--- config.mk ---
export PLATFORM = sky130hd
export DESIGN_NAME = etp_tx_payload_if
export DESIGN_NICKNAME = d
export VERILOG_FILES = /design/src/design/etp_pkg.sv /design/src/design/etp_sync.sv /design/src/design/etp_pos_counter.sv /design/src/design/etp_tx_payload_if.sv
export SDC_FILE = /design/constraint.sdc
export NUM_CORES = 1
export LEC_CHECK = 0
export BUFFER_PORTS_ARGS = -buffer_cell sky130_fd_sc_hd__buf_2
export CAP_MARGIN = 20
export CORE_ASPECT_RATIO = 1.2
export CORE_MARGIN = 5
export CORE_UTILIZATION = 56
export CTS_CLUSTER_SIZE = 14
export DETAILED_ROUTE_END_ITERATION = 6
export MAX_ROUTING_LAYER = met4
export PLACE_DENSITY = 0.9
export REMOVE_ABC_BUFFERS = 1
export SETUP_SLACK_MARGIN = 0.15
export SYNTH_ARGS = -nofsm -noshare
export SYNTH_HDL_FRONTEND = slang
export SYNTH_SLANG_ARGS = --single-unit
--- constraint.sdc ---
create_clock -name core_clk -period 6.2 [get_ports core_clk]
set_input_delay 0 -clock core_clk [delete_from_list [all_inputs] [get_ports core_clk]]
set_output_delay 0 -clock core_clk [all_outputs]
set_load 0.1 [all_outputs]
--- src/design/etp_pkg.sv ---
package etp_pkg;

  // frame geometry of the outbound e3 frame
  localparam int unsigned ETP_FRAME_BITS = 1536;
  localparam int unsigned ETP_POS_W = 11;
  localparam logic [ETP_POS_W-1:0] ETP_POS_FIRST = 11'h000;
  localparam logic [ETP_POS_W-1:0] ETP_POS_LAST = 11'h5FF;
  localparam logic [ETP_POS_W-1:0] ETP_POS_STEP = 11'h001;
  // overhead bits open each frame: positions 0 .. 11
  localparam logic [ETP_POS_W-1:0] ETP_OH_BITS = 11'h00C;

  // nibble sample clock phase counter
  localparam int unsigned ETP_NIB_PH_W = 2;
  localparam logic [ETP_NIB_PH_W-1:0] ETP_NIB_PH_STEP = 2'h1;
  localparam logic [ETP_NIB_PH_W-1:0] ETP_NIB_PH_RISE = 2'h2;
  localparam int unsigned ETP_NIB_W = 4;

  // register bus, byte addresses, one aligned word each
  localparam int unsigned ETP_ADDR_W = 4;
  localparam logic [ETP_ADDR_W-1:0] ETP_CTRL_ADDR = 4'h0;
  localparam logic [ETP_ADDR_W-1:0] ETP_STATUS_ADDR = 4'h4;
  localparam logic [ETP_ADDR_W-1:0] ETP_FRAMES_ADDR = 4'h8;

  // control register fields
  localparam int unsigned ETP_CTRL_LOOP_BIT = 0;
  localparam int unsigned ETP_CTRL_MASTER_BIT = 1;
  localparam int unsigned ETP_CTRL_ENABLE_BIT = 2;
  localparam int unsigned ETP_CTRL_W = 3;
  localparam logic [ETP_CTRL_W-1:0] ETP_CTRL_RESET = 3'h5;

  // status register fields
  localparam int unsigned ETP_STAT_POS_LSB = 0;
  localparam int unsigned ETP_STAT_MODE_LSB = 16;
  localparam int unsigned ETP_FRAMES_W = 16;

  typedef struct packed {
    logic enable;
    logic master;
    logic loop;
  } etp_cfg_t;

  // the six interface modes as reported in status
  typedef enum logic [2:0] {
    ETP_MODE_SER_LOOP = 3'b001,
    ETP_MODE_SER_SLAVE = 3'b010,
    ETP_MODE_SER_MASTER = 3'b011,
    ETP_MODE_NIB_LOOP = 3'b100,
    ETP_MODE_NIB_SLAVE = 3'b101,
    ETP_MODE_NIB_MASTER = 3'b110
  } etp_mode_t;

  typedef enum logic {
    ETP_BUS_IDLE = 1'b0,
    ETP_BUS_ACK = 1'b1
  } etp_bus_state_t;

endpackage

--- src/design/etp_sync.sv ---
`timescale 1ns/1ps
// two flip-flop synchroniser for pins from outside the core clock
module etp_sync #(
  parameter int unsigned W = 1
) (
  input wire logic core_clk,
  input wire logic nrst,
  input wire logic [W-1:0] async_in,
  output logic [W-1:0] sync_out
);

  logic [W-1:0] meta_reg;

  // first stage feeds only the second stage
  always_ff @(posedge core_clk) begin
    if (!nrst) begin
      meta_reg <= '0;
      sync_out <= '0;
    end else begin
      meta_reg <= async_in;
      sync_out <= meta_reg;
    end
  end

endmodule

--- src/design/etp_pos_counter.sv ---
`timescale 1ns/1ps
// bit position within the frame, advanced once per bit period
module etp_pos_counter
  import etp_pkg::*;
(
  input wire logic core_clk,
  input wire logic nrst,
  input wire logic bit_tick,
  input wire logic restart,
  output logic [ETP_POS_W-1:0] pos_reg,
  output logic [ETP_POS_W-1:0] pos_next
);

  // restart wins over wrap so a slave frame edge lands on bit 0
  always_comb begin
    if (restart || pos_reg == ETP_POS_LAST) begin
      pos_next = ETP_POS_FIRST;
    end else begin
      pos_next = pos_reg + ETP_POS_STEP;
    end
  end

  always_ff @(posedge core_clk) begin
    if (!nrst) begin
      pos_reg <= ETP_POS_LAST;
    end else if (bit_tick) begin
      pos_reg <= pos_next;
    end
  end

endmodule

--- src/design/etp_tx_payload_if.sv ---
// Decided for this implementation: the Avalon-MM register port and the register addresses.
`timescale 1ns/1ps
module etp_tx_payload_if
  import etp_pkg::*;
(
  input wire logic core_clk,
  input wire logic nrst,
  input wire logic [ETP_ADDR_W-1:0] avs_address,
  input wire logic avs_read,
  input wire logic avs_write,
  input wire logic [31:0] avs_writedata,
  output logic [31:0] avs_readdata,
  output logic avs_waitrequest,
  input wire logic recovered_line_clock,
  input wire logic tx_local_timing_clock,
  input wire logic nibble_mode_select,
  input wire logic tx_serial_payload_in,
  input wire logic [ETP_NIB_W-1:0] tx_nibble_payload_in,
  input wire logic tx_frame_start_ref,
  output logic loop_timed_clock_out,
  output logic tx_nibble_sample_clock,
  output logic tx_overhead_warning,
  output logic tx_end_of_frame_pulse,
  output logic tx_payload_bit,
  output logic tx_payload_bit_valid,
  output logic [ETP_NIB_W-1:0] tx_payload_nibble,
  output logic tx_payload_nibble_valid
);

  localparam int unsigned SYNC_W = 5 + ETP_NIB_W;
  localparam logic [ETP_FRAMES_W-1:0] FRAMES_STEP = 16'h0001;

  logic [SYNC_W-1:0] pins_sync;
  logic line_clk_s;
  logic local_clk_s;
  logic nib_mode_s;
  logic ser_s;
  logic ref_s;
  logic [ETP_NIB_W-1:0] nib_s;
  etp_cfg_t cfg_reg;
  etp_bus_state_t bus_reg;
  logic timing_clk;
  logic timing_prev_reg;
  logic bit_tick;
  logic ref_prev_reg;
  logic restart_pend_reg;
  logic restart;
  logic frame_master;
  logic [ETP_POS_W-1:0] pos_reg;
  logic [ETP_POS_W-1:0] pos_next;
  logic [ETP_NIB_PH_W-1:0] nib_ph_reg;
  logic [ETP_NIB_PH_W-1:0] nib_ph_next;
  logic [ETP_FRAMES_W-1:0] frames_reg;
  etp_mode_t mode;
  logic [31:0] rd_next;

  // every pin from the far end crosses into core_clk here
  etp_sync #(.W(SYNC_W)) u_sync (
    .core_clk(core_clk),
    .nrst(nrst),
    .async_in({recovered_line_clock, tx_local_timing_clock,
               nibble_mode_select, tx_serial_payload_in,
               tx_frame_start_ref, tx_nibble_payload_in}),
    .sync_out(pins_sync)
  );

  assign {line_clk_s, local_clk_s, nib_mode_s, ser_s, ref_s, nib_s} =
    pins_sync;

  // timing reference select; local clock is dead in loop timing
  assign timing_clk = cfg_reg.loop ? line_clk_s : local_clk_s;

  // loop timing has no slave choice, so it always free-runs
  assign frame_master = cfg_reg.loop | cfg_reg.master;

  // rising edge of the chosen reference marks one bit period.
  // limitation: a 34.368 MHz reference is only resolved when the
  // core clock is fast enough; at 40 MHz edges can be missed.
  always_ff @(posedge core_clk) begin
    if (!nrst) begin
      timing_prev_reg <= 1'b0;
    end else begin
      timing_prev_reg <= timing_clk;
    end
  end

  assign bit_tick = cfg_reg.enable & timing_clk & ~timing_prev_reg;

  // frame reference edge held until the next bit period takes it
  always_ff @(posedge core_clk) begin
    if (!nrst) begin
      ref_prev_reg <= 1'b0;
      restart_pend_reg <= 1'b0;
    end else begin
      ref_prev_reg <= ref_s;
      if (frame_master || !cfg_reg.enable) begin
        restart_pend_reg <= 1'b0;
      end else if (ref_s && !ref_prev_reg) begin
        restart_pend_reg <= 1'b1;
      end else if (bit_tick) begin
        restart_pend_reg <= 1'b0;
      end
    end
  end

  assign restart = restart_pend_reg & ~frame_master;

  etp_pos_counter u_pos (
    .core_clk(core_clk),
    .nrst(nrst),
    .bit_tick(bit_tick),
    .restart(restart),
    .pos_reg(pos_reg),
    .pos_next(pos_next)
  );

  // frame and overhead indicators, each updated once per bit period
  always_ff @(posedge core_clk) begin
    if (!nrst) begin
      tx_overhead_warning <= 1'b0;
      tx_end_of_frame_pulse <= 1'b0;
    end else if (!cfg_reg.enable) begin
      tx_overhead_warning <= 1'b0;
      tx_end_of_frame_pulse <= 1'b0;
    end else if (bit_tick) begin
      tx_end_of_frame_pulse <= (pos_next == ETP_POS_LAST);
      // warn while the bit after the one now starting is overhead
      tx_overhead_warning <= (pos_next == ETP_POS_LAST) ||
        ((pos_next + ETP_POS_STEP) < ETP_OH_BITS);
    end
  end

  // serial sampling, skipping overhead slots
  always_ff @(posedge core_clk) begin
    if (!nrst) begin
      tx_payload_bit <= 1'b0;
      tx_payload_bit_valid <= 1'b0;
    end else begin
      tx_payload_bit_valid <= 1'b0;
      if (bit_tick && !nib_mode_s && pos_next >= ETP_OH_BITS) begin
        tx_payload_bit <= ser_s;
        tx_payload_bit_valid <= 1'b1;
      end
    end
  end

  // nibble clock: two bit periods high, two low, from the reference
  assign nib_ph_next = nib_ph_reg + ETP_NIB_PH_STEP;

  always_ff @(posedge core_clk) begin
    if (!nrst) begin
      nib_ph_reg <= '0;
      tx_nibble_sample_clock <= 1'b0;
    end else if (!nib_mode_s || !cfg_reg.enable) begin
      nib_ph_reg <= '0;
      tx_nibble_sample_clock <= 1'b0;
    end else if (bit_tick) begin
      nib_ph_reg <= nib_ph_next;
      tx_nibble_sample_clock <= nib_ph_next[ETP_NIB_PH_W-1];
    end
  end

  // nibble taken on the same edge the sample clock rises
  always_ff @(posedge core_clk) begin
    if (!nrst) begin
      tx_payload_nibble <= '0;
      tx_payload_nibble_valid <= 1'b0;
    end else begin
      tx_payload_nibble_valid <= 1'b0;
      if (bit_tick && nib_mode_s && cfg_reg.enable &&
          nib_ph_next == ETP_NIB_PH_RISE) begin
        tx_payload_nibble <= nib_s;
        tx_payload_nibble_valid <= 1'b1;
      end
    end
  end

  // clock handed to the far end in loop timing only
  always_ff @(posedge core_clk) begin
    if (!nrst) begin
      loop_timed_clock_out <= 1'b0;
    end else begin
      loop_timed_clock_out <= cfg_reg.loop & cfg_reg.enable &
        line_clk_s;
    end
  end

  // completed frames, wraps silently
  always_ff @(posedge core_clk) begin
    if (!nrst) begin
      frames_reg <= '0;
    end else if (bit_tick && pos_next == ETP_POS_LAST) begin
      frames_reg <= frames_reg + FRAMES_STEP;
    end
  end

  // current mode for status readback
  always_comb begin
    if (cfg_reg.loop) begin
      mode = nib_mode_s ? ETP_MODE_NIB_LOOP : ETP_MODE_SER_LOOP;
    end else if (cfg_reg.master) begin
      mode = nib_mode_s ? ETP_MODE_NIB_MASTER : ETP_MODE_SER_MASTER;
    end else begin
      mode = nib_mode_s ? ETP_MODE_NIB_SLAVE : ETP_MODE_SER_SLAVE;
    end
  end

  // read mux; unmapped words read zero
  always_comb begin
    rd_next = '0;
    case (avs_address)
      ETP_CTRL_ADDR: begin
        rd_next[ETP_CTRL_W-1:0] = cfg_reg;
      end
      ETP_STATUS_ADDR: begin
        rd_next[ETP_STAT_POS_LSB +: ETP_POS_W] = pos_reg;
        rd_next[ETP_STAT_MODE_LSB +: $bits(etp_mode_t)] = mode;
      end
      ETP_FRAMES_ADDR: begin
        rd_next[ETP_FRAMES_W-1:0] = frames_reg;
      end
      default: begin
        rd_next = '0;
      end
    endcase
  end

  // one wait cycle per access keeps readdata a clean register
  always_ff @(posedge core_clk) begin
    if (!nrst) begin
      bus_reg <= ETP_BUS_IDLE;
      avs_waitrequest <= 1'b1;
      avs_readdata <= '0;
    end else begin
      case (bus_reg)
        ETP_BUS_IDLE: begin
          if (avs_read || avs_write) begin
            bus_reg <= ETP_BUS_ACK;
            avs_waitrequest <= 1'b0;
            avs_readdata <= avs_read ? rd_next : '0;
          end
        end
        ETP_BUS_ACK: begin
          bus_reg <= ETP_BUS_IDLE;
          avs_waitrequest <= 1'b1;
        end
        default: begin
          bus_reg <= ETP_BUS_IDLE;
          avs_waitrequest <= 1'b1;
        end
      endcase
    end
  end

  // control register written on the accepting edge only
  always_ff @(posedge core_clk) begin
    if (!nrst) begin
      cfg_reg <= ETP_CTRL_RESET;
    end else if (bus_reg == ETP_BUS_ACK && avs_write &&
                 avs_address == ETP_CTRL_ADDR) begin
      cfg_reg <= avs_writedata[ETP_CTRL_W-1:0];
    end
  end
endmodule

==> metrics.yaml, run 1 <==
run_status:
  run_status: "finished, final reports clean"
critical_path:
  cp-end-kind: "flop"
  crit_path_start_kind: "flop"
  crit_required_ps: 6480
  worstPathArrival_ps: 3760
  critPathKind: "flop to flop"
  worstPathMaxFanout: 31
  reg2reg_slack_ps: 2720
yosys:
  synth_top_family_by_area: "simple AND/OR/NAND/NOR gates"
  synthCells: 438
  syn-cell-area_sq_um: 3800
  ys_types: 59
  synthDominantCellAreaShare_pct: 44.3
  yosysWarnings: 0
  seq_area_frac_synth_pct: 44.3
  synthAdderAreaFrac_pct: 1.32
  synth_xor_area_share_pct: 1.38
  yosysTopAreaCell: "dfxtp_1"
  avgSynthCellArea_sq_um: 8.67
  synth_most_common_cell: "dfxtp_1"
  synth-main-ff-cell: "dfxtp_1"
  synth-compound-area-share_pct: 18.1
  synth_common_cells: "dfxtp_1 (84), nor2_1 (46), nand2_1 (31)"
  synth-async-reset-ratio_pct: 0
  synthTopCellsByArea: "dfxtp_1 (44%), nor2_1 (4.5%), mux2i_1 (4.0%), and2_1 (3.6%), o21ai_0 (3.3%)"
  yosys.area_share.simple_pct: 23.8
  ys_ff_latch: 84
  synth_edf_count: 0
  yosys-mux-area-fraction_pct: 3.95
place:
  dp_hpwl_mm: 5.96
  gp_congestion: 0.927
  numPortBuffers: 50
  dp_slack_ps: 2820
  placed_area_sq_um: 3960
power:
  power_mw: 1.12
  p_leak_nw: 1.77
  peakVddDrop_mv: 0.231
  p_per_area_nw_per_um2: 262
  p_comb_share_pct: 16.0
  swShare_pct: 32.1
  power_switching_mw: 0.359
  pwr-share-clk_pct: 33.1
  pwr-share-seq_pct: 50.9
  p_int_mw: 0.758
grt:
  grt.met2_usage_pct: 36.1
  grt_pass1_vias: 3207
  top_usage_layer: "met2"
  use_met1_pct: 25.7
  track_usage_pct: 22.3
  grt_overflow: 0
  grt_max_degree: 47
  antenna_found_initial: 0
  grt_pass1_wl_mm: 15.0
  use_met3_pct: 4.60
cts:
  tritoncts: "yes"
  cts_max_path_buffers: 2
  cts_sinks: 84
  numCtsBuffers: 9
  root_buffer: "clkbuf_8"
  cts.repair.resized: 0
  ctsHoldBuffers: 12
  cts_setup_buffers: 0
  cts-htree-levels: 3
  clkTransAtPathRegs_ps: 90
  clock_latency_ps: 360
floorplanning:
  pin_count: 93
  initial_utilization_pct: 56.4
  num_rows: 33
  core_sq_um: 6730
  dieHeight_microns: 100
  dieArea_sq_um: 8530
  die_w_microns: 85.2
detailed_routing:
  via_per_inst: 6.04
  drc: 0
  firstDrtPassIters: 6
  ant_nets: 0
  drt_iter0_drc: 285
  routed_wl_mm: 9.08
  vias: 3432
  drt-wirelength-per-cell_microns: 16.0
final_layout:
  syn_to_final_growth_pct: 12.4
  n_antenna_cell: 0
  drive_gt1_share_pct: 15.2
  utilization_pct: 63.4
  fin_nets: 529
  final_area_sq_um: 4270
  largest_register_ffs: 19
sta:
  fin_ws_ps: 2720
  timing.slew.headroom_pct: 33.9
  slew_violations: 0
  hold_violations: 0
  fin_crit_sh_pct: 56.1
  final-setup-viol-count: 0
  min_period_ps: 3480
  tightest_slew_ps: 983
  tns_ps: 0
  rsz0062_at_grt: "false"
  skew_ps: 6.85
  max_freq_ghz: 0.288
worst_hold_path:
  min_path_type: "primary input to flop"
flow_run:
  maxCapViolCount: 0
-- cells by family after synthesis --
logic type / count (synthesis)
muxes: 15
AOI/OAI and AO/OA: 102
xor gates and xnor gates: 6
buffers and inverters: 55
other: 1
and+or+nand+nor: 171
adders and majority gates: 4
DFF: 84
-- layout make-up --
cell class	instances	area, sq um
Fill cell	535	2460
Clock inverter	7	60.1
Multi-Input combinational cell	311	1890
Tap cell	87	109
Timing Repair Buffer	63	378
Clock buffer	9	124
Sequential cell	84	1680
Inverter	7	26.3
-- layer usage --
layer,part of all wire [%],wire length [microns],vias to the layer above
li1,-,-,1621
met3,6.8,616,39
met5,0,0,-
met1,39,3580,1613
met4,3.5,319,0
met2,50,4570,159
-- path summary, 6_finish.rpt --
path / start / endpoint / cells after the start
worst max register to register: u_pos.pos_reg[0] / frames_reg[15] / 7
worst min register to register: u_sync.meta_reg[4] / u_sync.sync_out[4] / 1
worst max-delay path: u_pos.pos_reg[0] / frames_reg[15] / 7
worst min-delay path: avs_write / avs_waitrequest / 3
-- cell usage in the layout, fill, tap and decap left out, drive strengths merged, types with 8 or more instances in the layout --
cell type and n:
dlygate4sd3 12, o21ai 25, or3 11, dfxtp 84, a222oi 8, clkbuf 9, mux2i 15, a22oi 12
nand2 31, a21oi 24, and2 22, nor2 46, nand3 12, o31ai 8, buf 51, inv 10
and3 8, conb 13
-- power by group through the flow --
stage	clock [mW]	sequential [mW]	combinational (mW)
final	0.369	0.569	0.179
after global routing	0.396	0.570	0.193
after CTS	0.375	0.568	0.175
after detailed placement	0	0.580	0.168
after global placement	0	0.579	0.164
after floorplan	0	0.592	0.118
-- metrics by stage --
stage               hold WS (ps)  cells
global placement             204    540
detailed placement           208    540
global route                58.9    568
finish                      21.7    568
floorplan                   61.9    402
CTS                         14.3    568
-- critical path: stages, from the launching register on --
cell	delay [ps]
dfxtp_1	560
ha_1	520
inv_1	180
or3_1	400
a221oi_1	330
or4b_4	680
or4_1	570
a21oi_1	170
No activity file was read; power rests on OpenSTA's default activity.
==> inputs of run 2 (changes only) <==
--- a/config.mk
+++ b/config.mk
@@ -9,11 +9,11 @@
 export CAP_MARGIN = 20
 export CORE_ASPECT_RATIO = 1.2
 export CORE_MARGIN = 5
-export CORE_UTILIZATION = 56
+export CORE_UTILIZATION = 48
 export CTS_CLUSTER_SIZE = 14
 export DETAILED_ROUTE_END_ITERATION = 6
 export MAX_ROUTING_LAYER = met4
-export PLACE_DENSITY = 0.9
+export PLACE_DENSITY = 0.83
 export REMOVE_ABC_BUFFERS = 1
 export SETUP_SLACK_MARGIN = 0.15
 export SYNTH_ARGS = -nofsm -noshare
==> constraint.sdc (replaced) <==
create_clock -name core_clk -period 2.9 [get_ports core_clk]
set_input_delay 0 -clock core_clk [delete_from_list [all_inputs] [get_ports core_clk]]
set_output_delay 0 -clock core_clk [all_outputs]
set_load 0.1 [all_outputs]
==> run 2 against run 1 <==
- register-to-register slack worse by 2600 ps
- combinational power grew to 2.5 times the previous value
- via count is 1.3% higher
- sequential power is 110% higher
- die area is 15% higher
- count of clock-buffer cells in the layout stayed put
- hold slack worse by 16 ps
- largest cell class unchanged
- global-route usage is 1.7 points lower
- clock skew is 5.5 ps higher
- final cell count is 6.3% higher
- setup slack worse by 2600 ps
- first-iteration DRC count is 7.4% lower
==> metrics.yaml, run 2 (same netlist as run 1, synthesis figures left out) <==
critical_path:
  crit_cells: 6  # -1
  worstPathArrival_ps: 3050  # -710 ps
  worst_r2r_endpoint: "frames_reg[13]"
  critPathKind: "flop to flop"
  cp-end-kind: "flop"
  crit_end: "frames_reg[13]"
  setup.worst_path.start: "cfg_reg[0]"
  crit_required_ps: 3180  # -3300 ps
  reg2reg_slack_ps: 130  # -2590 ps
  cpMaxStageDelayCell: "or4b_4"
  reg2reg_from: "cfg_reg[0]"
  slowest_delay_ps: 610  # -70 ps
  critPathBufInv: 0  # -1
  reg2regPathDepth: 6  # -1
  cp_cell_sequence: "mux2i_2, or3b_4, a2111o_1, or4b_4, or4_4, a21oi_2"
  worstPathMaxFanout: 6  # -81%
  crit_path_start_kind: "flop"
  critical-path-top-delay-family: "simple AND/OR/NAND/NOR gates"
detailed_routing:
  firstDrtPassIters: 5  # -1
  routed_wl_mm: 9.72  # +7.0%
  drc: 0  # unchanged
  drt_iter0_drc: 264  # -7.4%
  via_per_inst: 5.75  # -4.8%
  ant_nets: 0  # unchanged
  vias: 3476  # +1.3%
  drt-wirelength-per-cell_microns: 16.1  # +0.60%
place:
  dp.cells: 570  # +5.6%
  dp_hpwl_mm: 6.50  # +9.1%
  numPortBuffers: 50  # unchanged
  placed_area_sq_um: 4160  # +4.9%
  gp_congestion: 0.924  # -0.26%
sta:
  tightest_slew_ps: 1050  # +64.0 ps
  fin_crit_sh_pct: 95.5  # +39 points
  rsz0062_at_grt: "true"
  slew_violations: 0  # unchanged
  min_period_ps: 2770  # -709 ps
  final-setup-viol-count: 0  # unchanged
  timing.slew.headroom_pct: 30.0  # -3.9 points
  skew_ps: 12.3  # +5.46 ps
  max_freq_ghz: 0.361  # +26%
  hold_violations: 0  # unchanged
floorplanning:
  num_rows: 35  # +6.1%
  core_sq_um: 7710  # +15%
  dieArea_sq_um: 9800  # +15%
  initial_utilization_pct: 49.3  # -7.2 points
  die_w_microns: 91.2  # +7.1%
  dieHeight_microns: 107  # +7.2%
  pin_count: 93  # unchanged
cts:
  cts_max_path_buffers: 2  # unchanged
  clock_latency_ps: 360  # about the same
  cts-htree-levels: 3  # unchanged
  root_buffer: "clkbuf_8"
  cts_sinks: 84  # unchanged
  clkTransAtPathRegs_ps: 100  # about the same
  tritoncts: "yes"
  numCtsBuffers: 9  # unchanged
worst_hold_path:
  min_path_type: "primary input to flop"
  min-delay-start: "avs_read"
power:
  p_comb_share_pct: 17.6  # +1.6 points
  peakVddDrop_mv: 0.468  # +100%
  p_int_mw: 1.76  # +130%
  p_per_area_nw_per_um2: 548  # +110%
  pwr-share-clk_pct: 35.3  # +2.2 points
  power_switching_mw: 0.797  # +120%
  pwr-share-seq_pct: 47.1  # -3.8 points
  p_leak_nw: 1.93  # +9.0%
  swShare_pct: 31.2  # -0.92 points
final_layout:
  fin_cells: 604  # +6.3%
  fin_nets: 560  # +5.9%
  final_cell_mix: "dfxtp_1 (78), buf_2 (50), nor2_1 (46)"
  largest_register_ffs: 19  # unchanged
  final_common_cell: "dfxtp_1"
  drive_gt1_share_pct: 24.4  # +9.2 points
  n_antenna_cell: 0  # unchanged
  final_area_sq_um: 4660  # +9.2%
  utilization_pct: 60.5  # -2.9 points
  nFillCells: 661  # +24%
  syn_to_final_growth_pct: 22.8
grt:
  grt_overflow: 0  # unchanged
  grt_pass1_wl_mm: 16.1  # +7.7%
  antenna_found_initial: 0  # unchanged
  track_usage_pct: 20.6  # -1.7 points
  grt_max_degree: 47  # unchanged
  grt_pass1_vias: 3323  # +3.6%
flow_run:
  maxCapViolCount: 0  # unchanged
run_status:
  run_status: "finished, final reports clean"
-- run 2: metrics by stage --
step | total power, mW | hold slack, ps | setup WS (ps) | setup TNS [ps]
floorplan | 1.52 | 61.9 | -67.2 | -403
global placement | 1.63 | 206 | 152 | 0
detailed placement | 1.64 | 209 | 115 | 0
CTS | 2.55 | 5.52 | 138 | 0
global route | 2.67 | 3.16 | 114 | 0
finish | 2.55 | 5.68 | 131 | 0
-- run 2: cell type report --
type	count	area (sq um)	area share, %
clock buffer	9	124	2.66
clock inverter	7	95.1	2.04
multi-input combinational	312	1990	42.6
tap	92	115	2.47
timing repair buffer	93	621	13.3
inverter	7	26.3	0.564
sequential	84	1690	36.3
-- run 2: repair_timing --
action	CTS	global route
gates cloned	1	0
endpoints found under the hold margin	13	0
setup buffers	2	2
setup endpoints to repair	14	14
hold buffers	13	0
resized for setup	22	10
pin swaps	10	14
-- run 2: layer usage --
layer / global-route usage, % / part of all wire, % / routed length [microns]
met5: - / 0 / 0
met4: 6.60 / 1.4 / 134
met3: 4.06 / 5.6 / 544
met2: 36.1 / 52 / 5020
met1: 23.5 / 41 / 4020
-- run 2: how the worst min path moves through the flow --
stage / slack, ps / end / cells after the start
2_1_floorplan: 60 / cfg_reg[0] / 1
3_3_place_gp: 210 / u_sync.meta_reg[5] / 2
3_5_place_dp: 210 / u_sync.meta_reg[3] / 2
4_1_cts: 6 / avs_waitrequest / 3
5_1_grt: 3 / avs_waitrequest / 3
6_report: 6 / avs_waitrequest / 3
-- run 2: worst register-to-register path: stages, from the launching register on --
cell and delay (ps):
dfxtp_2 350, mux2i_2 160, or3b_4 400, a2111o_1 480
or4b_4 610, or4_4 560, a21oi_2 130
-- run 2: power by group through the flow --
| stage | sequential [mW] | clock [mW] | combinational, mW |
|---|---|---|---|
| global route | 1.21 | 0.979 | 0.480 |
| detailed placement | 1.23 | 0 | 0.409 |
| CTS | 1.20 | 0.910 | 0.440 |
| finish | 1.20 | 0.902 | 0.449 |
| global placement | 1.23 | 0 | 0.405 |
| floorplan | 1.27 | 0 | 0.252 |
